### config.mk
export PLATFORM = sky130hd
export DESIGN_NAME = timer2_capture_reload
export DESIGN_NICKNAME = d
export VERILOG_FILES = /design/src/inc/timer2_pkg.sv /design/src/rtl/pin_fall_sync.sv /design/src/rtl/sfr_read_port.sv /design/src/rtl/timer2_capture_reload.sv
export VERILOG_INCLUDE_DIRS = /design/src /design/src/inc
export SDC_FILE = /design/constraint.sdc
export NUM_CORES = 1
export LEC_CHECK = 0
export ABC_AREA = 1
export BUFFER_PORTS_ARGS = -buffer_cell sky130_fd_sc_hd__buf_2
export CORE_MARGIN = 1.5
export CORE_UTILIZATION = 55
export DETAILED_ROUTE_END_ITERATION = 8
export GPL_TIMING_DRIVEN = 1
export HOLD_SLACK_MARGIN = 0.1
export PLACE_DENSITY = 0.73
export SETUP_SLACK_MARGIN = 0.15
export SLEW_MARGIN = 15
export SYNTH_ARGS = -nofsm -noshare
export SYNTH_HDL_FRONTEND = slang
export SYNTH_SLANG_ARGS = --single-unit
### constraint.sdc
create_clock -name clk -period 2.2 [get_ports clk]
set_input_delay 0.11 -clock clk [delete_from_list [all_inputs] [get_ports clk]]
set_output_delay 0.11 -clock clk [all_outputs]
set_load 0.01 [all_outputs]
### src/inc/timer2_regs.svh
// Function
// - overflow sets overflow flag unless baud clocking
// - trigger-caused capture or reload sets external event flag
// - receive select routes overflow pulses to receiver
// - transmit select routes overflow pulses to transmitter
// - trigger enable allows trigger edges, else ignored
// - run control starts and stops the timer
// - counter select picks pin events or clock
// - capture select ignored in baud, autoreload forced
// - mode decode: off, baud, capture, autoreload
// - autoreload overflow loads count from reload bytes
// - autoreload trigger edge reloads, sets event flag
// - capture without trigger is plain 16-bit counter
// - capture trigger copies count into capture bytes
// - baud mode never sets overflow flag
// - both flags raise the interrupt request
// - control resets to zero, bit addressable
`ifndef TIMER2_REGS_SVH
`define TIMER2_REGS_SVH

// ----------------------------------------------------------------
// register addresses
// ----------------------------------------------------------------
`define T2_CTRL_ADDR        8'hC8
`define T2_RELOAD_LOW_ADDR  8'hCA
`define T2_RELOAD_HIGH_ADDR 8'hCB
`define T2_COUNT_LOW_ADDR   8'hCC
`define T2_COUNT_HIGH_ADDR  8'hCD
`define T2_BIT_BASE         5'h19

// ----------------------------------------------------------------
// control fields
// ----------------------------------------------------------------
`define T2_BIT_OVF          3'h7
`define T2_BIT_EXT          3'h6
`define T2_BIT_RXSEL        3'h5
`define T2_BIT_TXSEL        3'h4
`define T2_BIT_TRIGEN       3'h3
`define T2_BIT_RUN          3'h2
`define T2_BIT_CNTSEL       3'h1
`define T2_BIT_CAPSEL       3'h0

// ----------------------------------------------------------------
// reset values and counts
// ----------------------------------------------------------------
`define T2_CTRL_RESET       8'h00
`define T2_WORD_RESET       16'h0000
`define T2_BYTE_ZERO        8'h00
`define T2_COUNT_MAX        16'hFFFF
`define T2_COUNT_STEP       16'h0001
`define T2_PIN_IDLE         1'b1

`endif

### src/inc/timer2_pkg.sv
package timer2_pkg;

    typedef enum logic [1:0]
    {
        MODE_OFF        = 2'b00,
        MODE_AUTORELOAD = 2'b01,
        MODE_CAPTURE    = 2'b10,
        MODE_BAUD       = 2'b11
    } timer_mode_e;

    typedef struct packed
    {
        logic [15:0] count;
        logic [15:0] reload;
        logic        overflow_flag;
        logic        external_event_flag;
        logic        receive_clock_select;
        logic        transmit_clock_select;
        logic        trigger_enable;
        logic        run_control;
        logic        counter_select;
        logic        capture_select;
        logic        rx_pulse;
        logic        tx_pulse;
        logic        irq;
    } timer_state_s;

    typedef struct packed
    {
        logic sync1;
        logic sync2;
        logic prev;
    } edge_sync_s;

    typedef struct packed
    {
        logic [7:0] rdata;
    } read_port_s;

endpackage : timer2_pkg

### src/rtl/pin_fall_sync.sv
`timescale 1ns/1ns
`include "timer2_regs.svh"

module pin_fall_sync
    import timer2_pkg::*;
(
    input  wire logic clk,
    input  wire logic rst_n,
    input  wire logic pin,
    output      logic fall
);

    edge_sync_s st;
    edge_sync_s next_st;

    // ----------------------------------------------------------------
    // two-stage synchroniser and falling edge
    // ----------------------------------------------------------------
    // sync1 feeds only sync2; the edge looks at sync2 and prev
    always_comb
    begin
        next_st       = st;
        next_st.sync1 = pin;
        next_st.sync2 = st.sync1;
        next_st.prev  = st.sync2;
    end

    always_ff @(posedge clk or negedge rst_n)
    begin
        if (!rst_n)
        begin
            // idle high so release from reset makes no false edge
            st <= '{sync1: `T2_PIN_IDLE, sync2: `T2_PIN_IDLE, prev: `T2_PIN_IDLE};
        end
        else
        begin
            st <= next_st;
        end
    end

    assign fall = st.prev & ~st.sync2;

endmodule : pin_fall_sync

### src/rtl/sfr_read_port.sv
`timescale 1ns/1ns
`include "timer2_regs.svh"

module sfr_read_port
    import timer2_pkg::*;
(
    input  wire logic        clk,
    input  wire logic        rst_n,
    input  wire logic [7:0]  sfr_addr,
    input  wire logic        sfr_rd,
    input  wire logic [7:0]  ctrl_byte,
    input  wire logic [15:0] reload,
    input  wire logic [15:0] count,
    output      logic [7:0]  sfr_rdata
);

    read_port_s st;
    read_port_s next_st;

    // ----------------------------------------------------------------
    // registered read decode
    // ----------------------------------------------------------------
    // data holds between reads; unmapped addresses read zero
    always_comb
    begin
        next_st = st;
        if (sfr_rd)
        begin
            if (sfr_addr == `T2_CTRL_ADDR)
                next_st.rdata = ctrl_byte;
            else if (sfr_addr == `T2_RELOAD_LOW_ADDR)
                next_st.rdata = reload[7:0];
            else if (sfr_addr == `T2_RELOAD_HIGH_ADDR)
                next_st.rdata = reload[15:8];
            else if (sfr_addr == `T2_COUNT_LOW_ADDR)
                next_st.rdata = count[7:0];
            else if (sfr_addr == `T2_COUNT_HIGH_ADDR)
                next_st.rdata = count[15:8];
            else
                next_st.rdata = `T2_BYTE_ZERO;
        end
    end

    always_ff @(posedge clk or negedge rst_n)
    begin
        if (!rst_n)
        begin
            st <= '{rdata: `T2_BYTE_ZERO};
        end
        else
        begin
            st <= next_st;
        end
    end

    assign sfr_rdata = st.rdata;

endmodule : sfr_read_port

### src/rtl/timer2_capture_reload.sv
`timescale 1ns/1ns
`include "timer2_regs.svh"

module timer2_capture_reload
    import timer2_pkg::*;
(
    input  wire logic       clk,
    input  wire logic       rst_n,
    input  wire logic [7:0] sfr_addr,
    input  wire logic       sfr_wr,
    input  wire logic [7:0] sfr_wdata,
    input  wire logic       sfr_rd,
    output      logic [7:0] sfr_rdata,
    input  wire logic [7:0] bit_addr,
    input  wire logic       bit_wr,
    input  wire logic       bit_wdata,
    input  wire logic       count_input_pin,
    input  wire logic       trigger_pin,
    output      logic       rx_baud_pulse,
    output      logic       tx_baud_pulse,
    output      logic       rx_clock_from_timer,
    output      logic       tx_clock_from_timer,
    output      logic       irq
);

    // ----------------------------------------------------------------
    // helpers
    // ----------------------------------------------------------------
    function automatic logic byte_hit(input logic [7:0] addr, input logic [7:0] target);
        byte_hit = (addr == target);
    endfunction : byte_hit

    function automatic logic [7:0] pack_ctrl(input timer_state_s s);
        logic [7:0] c;
        c                 = `T2_CTRL_RESET;
        c[`T2_BIT_OVF]    = s.overflow_flag;
        c[`T2_BIT_EXT]    = s.external_event_flag;
        c[`T2_BIT_RXSEL]  = s.receive_clock_select;
        c[`T2_BIT_TXSEL]  = s.transmit_clock_select;
        c[`T2_BIT_TRIGEN] = s.trigger_enable;
        c[`T2_BIT_RUN]    = s.run_control;
        c[`T2_BIT_CNTSEL] = s.counter_select;
        c[`T2_BIT_CAPSEL] = s.capture_select;
        pack_ctrl         = c;
    endfunction : pack_ctrl

    timer_state_s st;
    timer_state_s next_st;
    timer_mode_e  mode;
    logic         count_fall;
    logic         trigger_fall;
    logic         tick;
    logic         overflow;
    logic         trig;
    logic         ctrl_wr;
    logic         ctrl_bit_wr;
    logic         count_wr;
    logic         reload_wr;
    logic [7:0]   ctrl_byte;
    logic [7:0]   ctrl_new;
    logic [15:0]  count_inc;

    // ----------------------------------------------------------------
    // pin synchronisers
    // ----------------------------------------------------------------
    pin_fall_sync u_count_sync
    (
        .clk   (clk),
        .rst_n (rst_n),
        .pin   (count_input_pin),
        .fall  (count_fall)
    );

    pin_fall_sync u_trigger_sync
    (
        .clk   (clk),
        .rst_n (rst_n),
        .pin   (trigger_pin),
        .fall  (trigger_fall)
    );

    // ----------------------------------------------------------------
    // mode decode and count events
    // ----------------------------------------------------------------
    always_comb
    begin
        if (!st.run_control)
            mode = MODE_OFF;
        else if (st.receive_clock_select || st.transmit_clock_select)
            mode = MODE_BAUD;
        else if (st.capture_select)
            mode = MODE_CAPTURE;
        else
            mode = MODE_AUTORELOAD;
    end

    assign ctrl_byte   = pack_ctrl(st);
    assign tick        = st.run_control && (st.counter_select ? count_fall : 1'b1);
    assign overflow    = tick && (st.count == `T2_COUNT_MAX);
    // trigger edges only act while running and enabled
    assign trig        = trigger_fall && st.trigger_enable && st.run_control;
    assign count_inc   = 16'(st.count + `T2_COUNT_STEP);
    assign ctrl_wr     = sfr_wr && byte_hit(sfr_addr, `T2_CTRL_ADDR);
    assign ctrl_bit_wr = bit_wr && (bit_addr[7:3] == `T2_BIT_BASE);
    assign count_wr    = sfr_wr && (byte_hit(sfr_addr, `T2_COUNT_LOW_ADDR) ||
                                    byte_hit(sfr_addr, `T2_COUNT_HIGH_ADDR));
    assign reload_wr   = sfr_wr && (byte_hit(sfr_addr, `T2_RELOAD_LOW_ADDR) ||
                                    byte_hit(sfr_addr, `T2_RELOAD_HIGH_ADDR));

    // ----------------------------------------------------------------
    // control byte after software writes
    // ----------------------------------------------------------------
    always_comb
    begin
        ctrl_new = ctrl_byte;
        if (ctrl_wr)
            ctrl_new = sfr_wdata;
        else if (ctrl_bit_wr)
            ctrl_new[bit_addr[2:0]] = bit_wdata;
    end

    // ----------------------------------------------------------------
    // next state
    // ----------------------------------------------------------------
    always_comb
    begin
        next_st = st;

        next_st.receive_clock_select  = ctrl_new[`T2_BIT_RXSEL];
        next_st.transmit_clock_select = ctrl_new[`T2_BIT_TXSEL];
        next_st.trigger_enable        = ctrl_new[`T2_BIT_TRIGEN];
        next_st.run_control           = ctrl_new[`T2_BIT_RUN];
        next_st.counter_select        = ctrl_new[`T2_BIT_CNTSEL];
        next_st.capture_select        = ctrl_new[`T2_BIT_CAPSEL];

        // hardware set wins over a software clear in the same cycle
        next_st.overflow_flag       = ctrl_new[`T2_BIT_OVF] ||
                                      (overflow && (mode != MODE_BAUD));
        next_st.external_event_flag = ctrl_new[`T2_BIT_EXT] || trig;

        case (mode)
            MODE_AUTORELOAD:
            begin
                if (overflow || trig)
                    next_st.count = st.reload;
                else if (tick)
                    next_st.count = count_inc;
            end
            MODE_CAPTURE:
            begin
                if (tick)
                    next_st.count = count_inc;
            end
            MODE_BAUD:
            begin
                // trigger edges only flag here; no reload from the pin
                if (overflow)
                    next_st.count = st.reload;
                else if (tick)
                    next_st.count = count_inc;
            end
            default:
            begin
                next_st.count = st.count;
            end
        endcase

        if (sfr_wr && byte_hit(sfr_addr, `T2_COUNT_LOW_ADDR))
            next_st.count[7:0] = sfr_wdata;
        if (sfr_wr && byte_hit(sfr_addr, `T2_COUNT_HIGH_ADDR))
            next_st.count[15:8] = sfr_wdata;

        if (reload_wr && byte_hit(sfr_addr, `T2_RELOAD_LOW_ADDR))
            next_st.reload[7:0] = sfr_wdata;
        if (reload_wr && byte_hit(sfr_addr, `T2_RELOAD_HIGH_ADDR))
            next_st.reload[15:8] = sfr_wdata;
        // a capture edge beats a same-cycle software write to the capture bytes
        if ((mode == MODE_CAPTURE) && trig)
            next_st.reload = st.count;

        next_st.rx_pulse = overflow && (mode == MODE_BAUD) && st.receive_clock_select;
        next_st.tx_pulse = overflow && (mode == MODE_BAUD) && st.transmit_clock_select;
        next_st.irq      = next_st.overflow_flag || next_st.external_event_flag;
    end

    always_ff @(posedge clk or negedge rst_n)
    begin
        if (!rst_n)
        begin
            st <= '{count: `T2_WORD_RESET, reload: `T2_WORD_RESET, default: 1'b0};
        end
        else
        begin
            st <= next_st;
        end
    end

    // ----------------------------------------------------------------
    // read port and outputs
    // ----------------------------------------------------------------
    sfr_read_port u_read_port
    (
        .clk       (clk),
        .rst_n     (rst_n),
        .sfr_addr  (sfr_addr),
        .sfr_rd    (sfr_rd),
        .ctrl_byte (ctrl_byte),
        .reload    (st.reload),
        .count     (st.count),
        .sfr_rdata (sfr_rdata)
    );

    assign rx_baud_pulse       = st.rx_pulse;
    assign tx_baud_pulse       = st.tx_pulse;
    assign rx_clock_from_timer = st.receive_clock_select;
    assign tx_clock_from_timer = st.transmit_clock_select;
    assign irq                 = st.irq;
endmodule : timer2_capture_reload

## Word-level counts from Yosys, hierarchy flattened

Index checks and enable logic that the tools add are counted.

| operators by class | value |
|---|---|
| add/sub/neg operators | 1 |
| $mul | 0 |
| divide/modulo/power cells | 0 |
| magnitude comparators | 2 |
| equal/unequal tests | 11 |
| shift operators | 0 |
| muxes and demuxes | 23 |
| bitwise operators | 4 |
| reduce and logical (&&, ||, !) cells | 28 |

Operators by type and width:

| kind | count |
|---|---|
| 2-to-1 mux 8 bit | 11 |
| 2-to-1 mux 16 bit | 4 |
| case mux 16 bit (3 select lines) | 1 |
| == test 8 bit, second input constant | 5 |
| logical AND 1 bit | 17 |
| adder 16 x 1 -> 16 bit, second input constant | 1 |
| == test 16 bit, second input constant | 1 |
| bitwise mux 8 bit | 1 |
| nonzero test 4 bit | 2 |
| logical OR 1 bit | 6 |
| 2-to-1 mux 2 bit | 3 |
| nonzero test 2 bit | 3 |
| == test 5 bit, second input constant | 1 |
| == test 2 bit, second input constant | 2 |
| less-than comparator 3 x 4 -> 1 bit, second input constant | 1 |
| demux 1 bit (select 3 bit) | 1 |
| greater-or-equal comparator 3 x 1 -> 1 bit, second input constant | 1 |
| bitwise AND 1 bit | 2 |
| == test 2 x 1 -> 1 bit, second input constant | 1 |
| 2-to-1 mux 1 bit | 2 |
| inequality test 2 bit, second input constant | 1 |
| NOT 1 bit | 2 |

| storage, ports and cells | value |
|---|---|
| register bits | 57 |
| bits in latches | 0 |
| bits in writable memories | 0 |
| memory bits (read-only) | 0 |
| input port bits | 32 |
| output and inout bits | 13 |
| word-level logic and storage cells | 91 |
| memories kept | 0 |

## Logic depth before layout (Yosys ltp)

Gate-level depths: netlist of run 1.

| logic depth | value |
|---|---|
| depth in word-level cells | 9 |
| depth in mapped cells | 13 |
| gate-level depth less buffers | 13 |

## Cells and area by module

Synthesis of run 1 repeated with hierarchy kept, for this count alone.

| second synthesis, totals | value |
|---|---|
| cell total of the unflattened synthesis | 532 |
| area, all modules | 3816.2 µm² |

By module, submodules not included:

| module | instances | cells each | area an instance (µm²) | sequential area each (µm²) |
|---|---|---|---|---|
| timer2_capture_reload | 1 | 406 | 2872.8 | 1076.0 |
| sfr_read_port | 1 | 116 | 765.7 | 200.2 |
| pin_fall_sync | 2 | 5 | 88.8 | 78.8 |

## Worst setup path before layout of run 1

OpenSTA, ideal clock, no wires.

| path | value |
|---|---|
| kind | flip-flop to flip-flop |
| from | register st[27] (netlist bit) |
| to | register st[37] (netlist bit) |
| setup time | 117 ps |
| data arrival time | 1656 ps |
| required time | 2083 ps |
| setup slack | 426 ps |
| cell stages (with the launch flop) | 13 |
| buffers on the path | 1 |
| period minus slack after synthesis | 1774 ps |
| cells stage by stage | dfrtp_1 > ha_1 > nand2_1 > nor2_2 > nand2_2 > nor2_8 > nand3_4 > nand2_4 > nand2_4 > buf_6 > or2_0 > nand3_1 > nand2_1 |

| on the way | value |
|---|---|
| word-level cells in the longest chain between the ends | 6 |
| elaborated cells on any way between the ends | 9 |
| classes of those cells | add/sub (1); eq/ne (1); mux (5); reduce/logical (2) |

RTL lines:

| what | line | text |
|---|---|---|
| from (decl) | timer2_capture_reload.sv:47 | `timer_state_s st;` |
| from (signal assigned) | timer2_capture_reload.sv:194 | `st <= next_st;` |
| branches (longest 4 deep; another with adder 16 x 1 -> 16 bit) | - |  |
| case mux 16 bit (3 select lines) (*) | timer2_capture_reload.sv:141 | `case (mode)` |
| 2-to-1 mux 8 bit (*) | timer2_capture_reload.sv:170 | `` if (sfr_wr && byte_hit(sfr_addr, `T2_COUNT_HIGH_ADDR)) `` |

Every way passes the cells marked *.
A chain may end at the register's enable or synchronous reset.

## Worst setup path after layout of run 1

| path | value |
|---|---|
| from | register u_count_sync.st[0] (netlist bit) |
| to | register st[27] (netlist bit) |

| on the way | value |
|---|---|
| word-level cells in the longest chain between the ends | 8 |
| elaborated cells on any way between the ends | 10 |
| classes of those cells | mux (6); bitwise (1); reduce/logical (3) |

RTL lines:

| what | line | text |
|---|---|---|
| from (decl) | pin_fall_sync.sv:13 | `edge_sync_s st;` |
| from (signal assigned) | pin_fall_sync.sv:33 | `` st <= '{sync1: `T2_PIN_IDLE, sync2: `T2_PIN_IDLE, prev: `T2_PIN_IDLE}; `` |
| from (signal assigned) | pin_fall_sync.sv:37 | `st <= next_st;` |
| bitwise AND 1 bit (*) | pin_fall_sync.sv:41 | `assign fall = st.prev & ~st.sync2;` |
| 2-to-1 mux 1 bit (*) | timer2_capture_reload.sv:98 | `assign tick = st.run_control && (st.counter_select ? count_fall : 1'b1);` |
| logical AND 1 bit (*) | timer2_capture_reload.sv:98 |  |
| logical AND 1 bit | timer2_capture_reload.sv:99 | `` assign overflow = tick && (st.count == `T2_COUNT_MAX); `` |
| logical OR 1 bit | timer2_capture_reload.sv:144 | `if (overflow \|\| trig)` |
| 2-to-1 mux 16 bit | timer2_capture_reload.sv:144 |  |
| case mux 16 bit (3 select lines) (*) | timer2_capture_reload.sv:141 |  |
| 2-to-1 mux 8 bit (*) | timer2_capture_reload.sv:168 | `` if (sfr_wr && byte_hit(sfr_addr, `T2_COUNT_LOW_ADDR)) `` |

Mark *: on every way between the ends. The rest lies on a longest branch, timed or not.

==> results.sh, run 1 <==
export IMPL_grt_pass1_wl_mm=18.7
export IMPL_relSlewSlack=0.501
export IMPL_clk_pin_slew_ns=0.07
export IMPL_power_leakage_nw=2.17
export IMPL_grtUsageMet1=0.456
export IMPL_grt_max_degree=58
export IMPL_fill_cells=581
export IMPL_num_nets_final=631
export IMPL_fmax_mhz=531
export IMPL_drt_vias_per_instance=5.88
export IMPL_cts_sinks=57
export IMPL_drc=2
export IMPL_h_tree_depth=3
export IMPL_async_reset_ff_frac=1.00
export IMPL_worst_pin_slew_ns=0.748
export IMPL_cp_cell_sequence="nand2_1 -> nand2_1 -> nand2_1 -> nor2_8 -> nand3_4 -> nand2_4 -> nand2_4 -> inv_6 -> nand2_1 -> o21ai_1 -> nand2_1 -> nand2_1"
export IMPL_io_buffers=44
export IMPL_layout_min_cycle_time_ns=1.88
export IMPL_synth_cells=529
export IMPL_dp_cells=650
export IMPL_maxSlewViolCount=0
export IMPL_worst_endpoint_required_ns=2.48
export IMPL_syn_area_per_cell_sq_um=6.99
export IMPL_p_per_area_mw_per_mm2=720
export IMPL_placementRows=29
export IMPL_syn_to_final_growth_pct=19.2
export IMPL_cp_arrival_ns=2.16
export IMPL_place_congestion=1.01
export IMPL_crit_type="reg -> reg"
export IMPL_crit_top_cell="nand2_1"
export IMPL_grt_pass1_vias=3656
export IMPL_wl_mm=11.9
export IMPL_dp_hpwl_mm=8.87
export IMPL_synth_flop_cell="dfrtp_1"
export IMPL_clk_root_buffer_cell="clkbuf_8"
export IMPL_core_area_sq_mm=0.00642
export IMPL_syn_area_sq_mm=0.00370
export IMPL_hp_class="in -> reg"
export IMPL_met3_usage=0.0749
export IMPL_post_route_period_util=0.856
export IMPL_yosys_cell_types_count=41
export IMPL_clk_path_buf_depth=2
export IMPL_cp_start_kind="flop"
export IMPL_fin_setup_tns_ns=0
export IMPL_synth_seq_area_share=0.388
export IMPL_total_power_mw=3.17
export IMPL_cpPeakStageDelay_ns=0.51
export IMPL_synth_area_leaders="dfrtp_1 35%, nand2_1 16%, nand3_1 7.6%, inv_1 6.8%, o211ai_1 5.1%"
export IMPL_ant_nets=0
export IMPL_start_util=0.576
export IMPL_ff_latch_area_sq_mm=0.00144
export IMPL_antenna_found_initial=0
export IMPL_use_met2=0.521
export IMPL_crit_family="simple AND/OR/NAND/NOR gates"
export IMPL_rsz0062_at_grt="no"
export IMPL_die_h_um=85.0
export IMPL_synth_warnings=0
export IMPL_critPathMaxFanout=18
export IMPL_ir_worst_vdd_uv=502
export IMPL_synth_nets=562
export IMPL_vias=3996
export IMPL_cp_end_kind="flop"
export IMPL_multiInputGateArea_sq_mm=0.00193
export IMPL_busiest_layer="met2"
export IMPL_die_w_um=85.0
export IMPL_crit_buf_inv=1
export IMPL_tritoncts="built"
export IMPL_outcome="finished with violations"
export IMPL_layoutNonFillerInstCount=680
export IMPL_first_pass_iters=8
export IMPL_synth_edf_count=0
export IMPL_io_pins=45
export IMPL_maxCapViolations=0
export IMPL_finalSetupViolCount=0
export IMPL_report_final_hold_viol_count=0
export IMPL_dieArea_sq_mm=0.00722
export IMPL_critPathSlowestCell="dfstp_2"
export IMPL_clock_skew_final_ns=0.00787
export IMPL_layout_drive_gt1_share=0.172
export IMPL_first_iter_violations=455
export IMPL_synthTopCellsByCount="159 x nand2_1, 67 x inv_1, 56 x nand3_1, 51 x dfrtp_1, 46 x nor2_1"
export IMPL_synth_top_area_cell="dfrtp_1"
export IMPL_yosys_cell_count_top_type="nand2_1"
export IMPL_whs_ns=0.160
export IMPL_yosysTopAreaCellShare=0.345
export IMPL_synth_seq_cells=57
export IMPL_clk_latency_ns=0.34
export IMPL_cts_made_buffers=9
export IMPL_overflow=0
export IMPL_avgRoutedWirePerCell_um=17.5
export IMPL_antennaDiodeCount=0
export IMPL_grt_usage=0.338
export IMPL_violations="design-rule violations"
## cell usage in the layout, fill, tap and decap left out, types with 4 or more instances in the layout
cell	synthesis	routed
clkbuf_8	0	9
o211ai_1	25	25
xor2_1	9	9
dlygate4sd3_1	0	12
nor2_1	46	46
dfstp_2	6	6
dfrtp_1	51	50
o21ai_0	15	15
o21ai_1	13	13
nand2_2	6	6
nand4_1	17	17
buf_2	4	44
clkinvlp_4	0	4
inv_1	67	67
a21oi_1	5	5
nand3_1	56	56
nor3_1	7	7
nand2_1	159	159
buf_4	1	15
## layer usage
metal / vias to the layer above / wire (um)
li1: 1874 / -
met1: 1851 / 4850
met2: 235 / 5420
met3: 36 / 1210
met4: 0 / 398
met5: - / 0
## tightest hold or removal path: stages
cell and delay, ns:
buf_2 0.15, nand4_1 0.09, o211ai_1 0.09
## through the flow
stage | util | setup slack, ns | cell area, sq um
after floorplan | - | 0.426 | 3700
after global placement | 0.630 | 0.288 | 4050
after detailed placement | 0.630 | 0.194 | 4050
after CTS | 0.683 | 0.165 | 4390
after global routing | 0.686 | 0.160 | 4410
final | 0.686 | 0.316 | 4410
## layout make-up
type,count,area share
multi-input combinational,387,0.437
sequential,57,0.326
timing repair buffer,71,0.103
inverter,72,0.0625
clock buffer,9,0.0281
tap,77,0.0219
clock inverter,7,0.0216
## power by group
group          switching [mW]  total (mW)  internal [mW]
registers               0.204        1.40           1.19
logic                   0.429       0.678          0.248
clock network           0.464        1.10          0.634
## state kept, by name, indices dropped and copies added (netlist names)
signal / flops
u_count_sync.next_st: 2
ctrl_byte: 6
u_trigger_sync.st: 1
tx_clock_from_timer: 1
st: 32
u_trigger_sync.next_st: 2
rx_clock_from_timer: 1
tx_baud_pulse: 1
u_count_sync.st: 1
rx_baud_pulse: 1
u_read_port.sfr_rdata: 8
irq: 1
## kinds of logic (layout without fill, tap and decap cells)
logic type | count (synthesis) | count (layout) | synth area share
xor gates and xnor gates | 9 | 9 | 0.0213
and+or+nand+nor | 309 | 309 | 0.380
AOI/OAI and AO/OA | 68 | 68 | 0.116
buffers and inverters | 85 | 159 | 0.0910
adders and majority gates | 1 | 1 | 0.00338
DFF | 57 | 57 | 0.388
## final timing paths
path | start | end | slack, ns | cells past startpoint
worst max-delay path | u_count_sync.st[0] | st[27] | 0.32 | 12
worst min-delay path | bit_wdata | ctrl_byte[1] | 0.16 | 3
worst max register to register | u_count_sync.st[0] | st[27] | 0.32 | 12
worst min register to register | u_trigger_sync.next_st[1] | u_trigger_sync.next_st[0] | 0.36 | 0
max in group asynchronous | rst_n | st[27] | 1.23 | 3
min in group asynchronous | rst_n | u_read_port.sfr_rdata[3] | 0.45 | 3
## what timing repair did
item	CTS	global route
buffers inserted	0	2
resized for setup	0	3
endpoints found under the setup margin	0	11
hold buffers	12	0
endpoints found under the hold margin	66	0
Note: power is estimated with default switching activity, not from simulation.
==> run 2: changes to the inputs <==
- CORE_UTILIZATION: 55 -> 35
- PLACE_DENSITY: 0.73 -> 0.5
==> run 2 against run 1 <==
  * Clock power down 9%
  * Non-clock buffer count up 2
  * Utilization down 25 points
  * Sequential share of layout area down 0.56 points
  * Die area up 55%
  * Global-route usage down 9.6 points
  * Clock-buffer cell count unchanged
  * The run now ends clean
  * Via count down 3.3%
  * Sequential power about the same
==> results.sh, run 2 (synthesis gave the netlist of run 1 again) <==
export IMPL_outcome="finished clean"
export IMPL_power_leakage_nw=2.18
export IMPL_syn_to_final_growth_pct=21.4
export IMPL_final_common_cell="nand2_1"
export IMPL_core_area_sq_mm=0.0103
export IMPL_rsz0062_at_grt="yes"
export IMPL_clk_pin_slew_ns=0.07
export IMPL_placementRows=37
export IMPL_hold_depth=5
export IMPL_drt_vias_per_instance=5.21
export IMPL_whs_ns=0.0948
export IMPL_reg2reg_to="st[37]"
export IMPL_die_h_um=106
export IMPL_dp_cells=712
export IMPL_cp_arrival_ns=2.11
export IMPL_finalSetupViolCount=0
export IMPL_wl_mm=12.7
export IMPL_regMostFlops="st"
export IMPL_layout_drive_gt1_share=0.182
export IMPL_grt_pass1_vias=3832
export IMPL_report_final_hold_viol_count=0
export IMPL_die_w_um=106
export IMPL_worst_pin_slew_ns=0.645
export IMPL_drc=0
export IMPL_post_route_period_util=0.850
export IMPL_dp_hpwl_mm=9.62
export IMPL_worstReg2RegStart="st[27]"
export IMPL_vias=3863
export IMPL_r2r_cells=11
export IMPL_antenna_found_initial=0
export IMPL_clk_path_buf_depth=2
export IMPL_layout_min_cycle_time_ns=1.87
export IMPL_ir_worst_vdd_uv=355
export IMPL_clk_latency_ns=0.35
export IMPL_min_to="st[42]"
export IMPL_first_iter_violations=344
export IMPL_min_from="sfr_wdata[7]"
export IMPL_hp_class="in -> reg"
export IMPL_io_pins=45
export IMPL_final_cell_mix="158 x nand2_1, 66 x inv_1, 56 x nand3_1"
export IMPL_largest_reg_flops=32
export IMPL_critPathLaunch="st[27]"
export IMPL_dieArea_sq_mm=0.0112
export IMPL_cts_sinks=57
export IMPL_grt_usage=0.242
export IMPL_cp_end_kind="flop"
export IMPL_avgRoutedWirePerCell_um=17.2
export IMPL_place_congestion=0.967
export IMPL_cp_start_kind="flop"
export IMPL_maxSlewViolCount=0
export IMPL_io_buffers=44
export IMPL_num_nets_final=633
export IMPL_first_pass_iters=5
export IMPL_fmax_mhz=535
export IMPL_fin_setup_tns_ns=0
export IMPL_clock_skew_final_ns=0.00693
export IMPL_reg2reg_slack_ns=0.33
export IMPL_grt_max_degree=32
export IMPL_overflow=0
export IMPL_ant_nets=0
export IMPL_tritoncts="built"
export IMPL_grt_pass1_wl_mm=20.7
export IMPL_start_util=0.360
export IMPL_antennaDiodeCount=0
export IMPL_cts_made_buffers=9
export IMPL_clk_root_buffer_cell="clkbuf_8"
export IMPL_maxCapViolations=0
export IMPL_layoutNonFillerInstCount=741
export IMPL_crit_type="reg -> reg"
export IMPL_critPathMaxFanout=11
export IMPL_relSlewSlack=0.570
export IMPL_p_per_area_mw_per_mm2=685
export IMPL_worst_endpoint_required_ns=2.44
export IMPL_h_tree_depth=3
## run 2: changes by cell type in the layout (fill, tap and decap cells not counted), sizes merged
cell         previous run  this run
dlygate4sd3            12        11
clkinvlp                4         3
bufinv                  2         1
clkinv                  2         4
buf                    59        62
## run 2: timing repair
item | CTS | global route
endpoints found under the setup margin | 9 | 17
pin swaps | 0 | 1
setup buffers | 0 | 2
gates resized for setup | 1 | 5
hold buffers | 11 | 0
hold endpoints to repair | 37 | 0
## run 2: cell type report
class	instances	area, sq um
Fill cell	1063	5790
Multi-Input combinational cell	387	1930
Sequential cell	57	1440
Timing Repair Buffer	73	478
Inverter	72	278
Tap cell	136	170
Clock buffer	9	124
Clock inverter	7	71.3
## run 2: metrics by stage
stage	power [mW]	cell area, sq um	worst slack (ns)	utilization
finish	3.07	4490	0.330	0.437
CTS	3.08	4460	0.193	0.434
global placement	2.07	4160	0.153	0.404
global route	3.27	4490	0.141	0.437
floorplan	1.76	3700	0.426	-
detailed placement	2.07	4160	0.133	0.404
## run 2: where the power goes
group          internal, mW  switching [mW]  total [mW]
registers              1.19           0.181        1.37
clock network         0.520           0.479       0.999
logic                 0.262           0.440       0.702
total                  1.97            1.10        3.07
## run 2: critical path, cell delays in order (launching register included)
cell and delay, ns:
dfrtp_2 0.42, ha_1 0.18, nand2_1 0.07, nor2_2 0.15, nand2_2 0.12, nor2_8 0.14, nand3_4 0.11, nand2_4 0.10
nand2_4 0.12, or2_0 0.23, nand3_1 0.08, nand2_1 0.05
## run 2: per-layer routing
metal / GRT usage / routed length (um) / vias to the layer above / share of wire
met5: 0 / 0 / - / 0
met4: 0.0936 / 307 / 0 / 0.024
met3: 0.0439 / 800 / 22 / 0.063
met2: 0.372 / 5790 / 140 / 0.46
met1: 0.338 / 5810 / 1820 / 0.46
li1: - / - / 1881 / -
## run 2: worst max-delay path by stage
stage | endpoint | slack [ns] | cells past startpoint
6_report | st[37] | 0.33 | 11
5_1_grt | st[27] | 0.14 | 13
4_1_cts | st[30] | 0.19 | 13
3_5_place_dp | st[38] | 0.13 | 12
3_3_place_gp | st[29] | 0.15 | 13
2_1_floorplan | st[37] | 0.43 | 12
==> run 3: changes to the inputs <==
- ABC_AREA: 1 -> 0
- clock period: 2.2 -> 1.8 ns (I/O delays scaled with it)
==> run 3 against run 2 <==
  * Highest routed layer unchanged
  * Hold slack gained 0.033 ns
  * Setup slack worse by 0.26 ns
  * Sequential share of layout area down 4.4 points
  * Non-clock buffer count rose by 53
  * Power grew 51%
  * Combinational power up 100%
  * Synthesized area down 3.1%
  * First-iteration DRC count down 17%
  * Flip-flop and latch count did not move
  * Largest cell class unchanged
  * Synthesized cell count shrank 26%
==> results.sh, run 3 <==
export IMPL_wl_mm=13.3
export IMPL_maxCapViolations=0
export IMPL_layout_drive_gt1_share=0.391
export IMPL_syn_area_per_cell_sq_um=9.21
export IMPL_yosys_cell_types_count=57
export IMPL_die_w_um=104
export IMPL_synth_edf_count=0
export IMPL_synth_cells=389
export IMPL_io_pins=45
export IMPL_first_iter_violations=284
export IMPL_clock_skew_final_ns=0.00679
export IMPL_cp_end_kind="flop"
export IMPL_crit_buf_inv=1
export IMPL_dieArea_sq_mm=0.0108
export IMPL_synth_area_leaders="dfrtp_1 36%, mux2i_1 8.4%, o21ai_0 5.7%, dfstp_2 4.4%, nand2_1 3.9%"
export IMPL_hp_class="in -> reg"
export IMPL_core_area_sq_mm=0.00986
export IMPL_post_route_period_util=0.959
export IMPL_async_reset_ff_frac=1.00
export IMPL_h_tree_depth=3
export IMPL_place_congestion=0.871
export IMPL_dp_hpwl_mm=9.04
export IMPL_yosys_cell_count_top_type="dfrtp_1"
export IMPL_synth_warnings=0
export IMPL_layout_min_cycle_time_ns=1.73
export IMPL_first_pass_iters=4
export IMPL_min_from="bit_wdata"
export IMPL_power_leakage_nw=2.47
export IMPL_finalSetupViolCount=0
export IMPL_ant_nets=0
export IMPL_avgRoutedWirePerCell_um=20.7
export IMPL_drc=0
export IMPL_synth_top_area_cell="dfrtp_1"
export IMPL_cts_made_buffers=9
export IMPL_drt_vias_per_instance=5.65
export IMPL_clk_latency_ns=0.36
export IMPL_fill_cells=898
export IMPL_worstReg2RegStart="st[27]"
export IMPL_grt_max_degree=58
export IMPL_cp_cell_sequence="ha_2 -> nand4_1 -> a21oi_4 -> buf_6 -> nand3_2 -> mux2_4 -> o21ai_2"
export IMPL_postPlaceCellArea_sq_mm=0.00436
export IMPL_fin_setup_tns_ns=0
export IMPL_yosysTopAreaCellShare=0.356
export IMPL_outcome="finished clean"
export IMPL_die_h_um=104
export IMPL_overflow=0
export IMPL_grt_pass1_wl_mm=19.5
export IMPL_synth_flop_cell="dfrtp_1"
export IMPL_ir_worst_vdd_uv=368
export IMPL_grt_usage=0.238
export IMPL_synthTopCellsByCount="51 x dfrtp_1, 41 x o21ai_0, 37 x nand2_1, 30 x mux2i_1, 19 x inv_1"
export IMPL_r2r_cells=7
export IMPL_critPathSlowestCell="dfrtp_1"
export IMPL_grt_pass1_vias=3439
export IMPL_vias=3640
export IMPL_placementRows=36
export IMPL_start_util=0.363
export IMPL_fmax_mhz=579
export IMPL_num_nets_final=539
export IMPL_stdcell_area_sq_mm=0.00521
export IMPL_maxSlewViolCount=0
export IMPL_syn_to_final_growth_pct=45.5
export IMPL_regMostFlops="st"
export IMPL_cpPeakStageDelay_ns=0.37
export IMPL_worst_endpoint_required_ns=2.09
export IMPL_min_to="ctrl_byte[1]"
export IMPL_p_per_area_mw_per_mm2=891
export IMPL_report_final_hold_viol_count=0
export IMPL_final_cell_mix="56 x buf_4, 48 x dfrtp_1, 44 x buf_2"
export IMPL_clk_pin_slew_ns=0.07
export IMPL_relSlewSlack=0.724
export IMPL_worst_pin_slew_ns=0.415
export IMPL_synth_seq_area_share=0.400
export IMPL_rsz0062_at_grt="yes"
export IMPL_crit_type="reg -> reg"
export IMPL_reg2reg_slack_ns=0.07
export IMPL_synth_seq_cells=57
export IMPL_cts_sinks=57
export IMPL_reg2reg_to="st[41]"
export IMPL_antenna_found_initial=0
export IMPL_antennaDiodeCount=0
export IMPL_clk_path_buf_depth=2
export IMPL_syn_area_sq_mm=0.00358
export IMPL_cp_start_kind="flop"
export IMPL_cp_arrival_ns=2.01
export IMPL_hold_depth=3
export IMPL_tritoncts="built"
export IMPL_largest_reg_flops=32
export IMPL_clk_root_buffer_cell="clkbuf_8"
export IMPL_total_power_mw=4.64
export IMPL_synth_nets=422
export IMPL_critPathMaxFanout=5
export IMPL_crit_family="compound AO/OA/AOI/OAI gates"
export IMPL_io_buffers=44
export IMPL_final_common_cell="buf_4"
[run 3: worst max path at each step]
| stage | startpoint | end | slack (ns) | depth (start not counted) |
|---|---|---|---|---|
| 2_1_floorplan | st[28] | st[33] | 0.15 | 6 |
| 3_3_place_gp | st[27] | st[33] | -0.12 | 7 |
| 3_5_place_dp | st[27] | st[33] | -0.11 | 7 |
| 4_1_cts | u_trigger_sync.st[0] | st[27] | 0.09 | 7 |
| 5_1_grt | st[27] | st[41] | 0.009 | 7 |
| 6_report | st[27] | st[41] | 0.07 | 7 |
[run 3: cell families (layout without fill, tap and decap cells)]
logic type	count (synthesis)	count (layout)	share of synthesized area
multiplexers	38	38	0.109
buffers and inverters	40	161	0.0451
XOR/XNOR	14	14	0.0342
flip-flops	57	57	0.400
AND/OR/NAND/NOR	128	128	0.207
AO/OA/AOI/OAI	111	112	0.201
adder cells (fa/ha/maj)	1	1	0.00349
[run 3: area by class of cell]
class | count | area (sq um) | share of cell area
inverters | 19 | 71.3 | 0.0137
clock inverters | 5 | 103 | 0.0197
multi-input cells | 293 | 2300 | 0.441
clock buffers | 11 | 141 | 0.0271
well taps | 133 | 166 | 0.0319
repair buffers | 126 | 995 | 0.191
flip-flops and latches | 57 | 1440 | 0.276
[run 3: worst reg2reg max path: stages, from the launching register on]
cell and delay (ns):
dfrtp_1 0.37, ha_2 0.20, nand4_1 0.18, a21oi_4 0.28, buf_6 0.14, nand3_2 0.08, mux2_4 0.31, o21ai_2 0.10
[run 3: metrics by stage]
stage / util / setup WS, ns / hold slack (ns) / cells
CTS: 0.496 / 0.0904 / 0.122 / 636
floorplan: - / 0.146 / -0.206 / 389
global placement: 0.442 / -0.119 / 0.124 / 601
global route: 0.528 / 0.00920 / 0.158 / 644
detailed placement: 0.442 / -0.107 / 0.123 / 601
finish: 0.528 / 0.0734 / 0.127 / 644
[run 3: where the power goes]
group	internal (mW)	switching [mW]	total, mW	leakage (nW)
clock network	0.956	0.578	1.53	0.120
logic	0.644	0.784	1.43	1.69
registers	1.47	0.207	1.68	0.665
[run 3: repair_timing]
item	4_1_cts	5_1_grt
cloned	1	3
resized for setup	24	71
endpoints found under the setup margin	19	36
hold buffers	11	0
pin swaps	13	32
endpoints found under the hold margin	72	0
buffers inserted	7	5
[run 3: routing by layer]
layer,vias to the layer above,part of all wire,track usage,routed length (um)
met2,124,0.45,0.361,6030
met1,1813,0.46,0.335,6140
met4,0,0.037,0.0933,499
li1,1674,-,-,-
met5,-,0,0,0
met3,29,0.050,0.0407,669
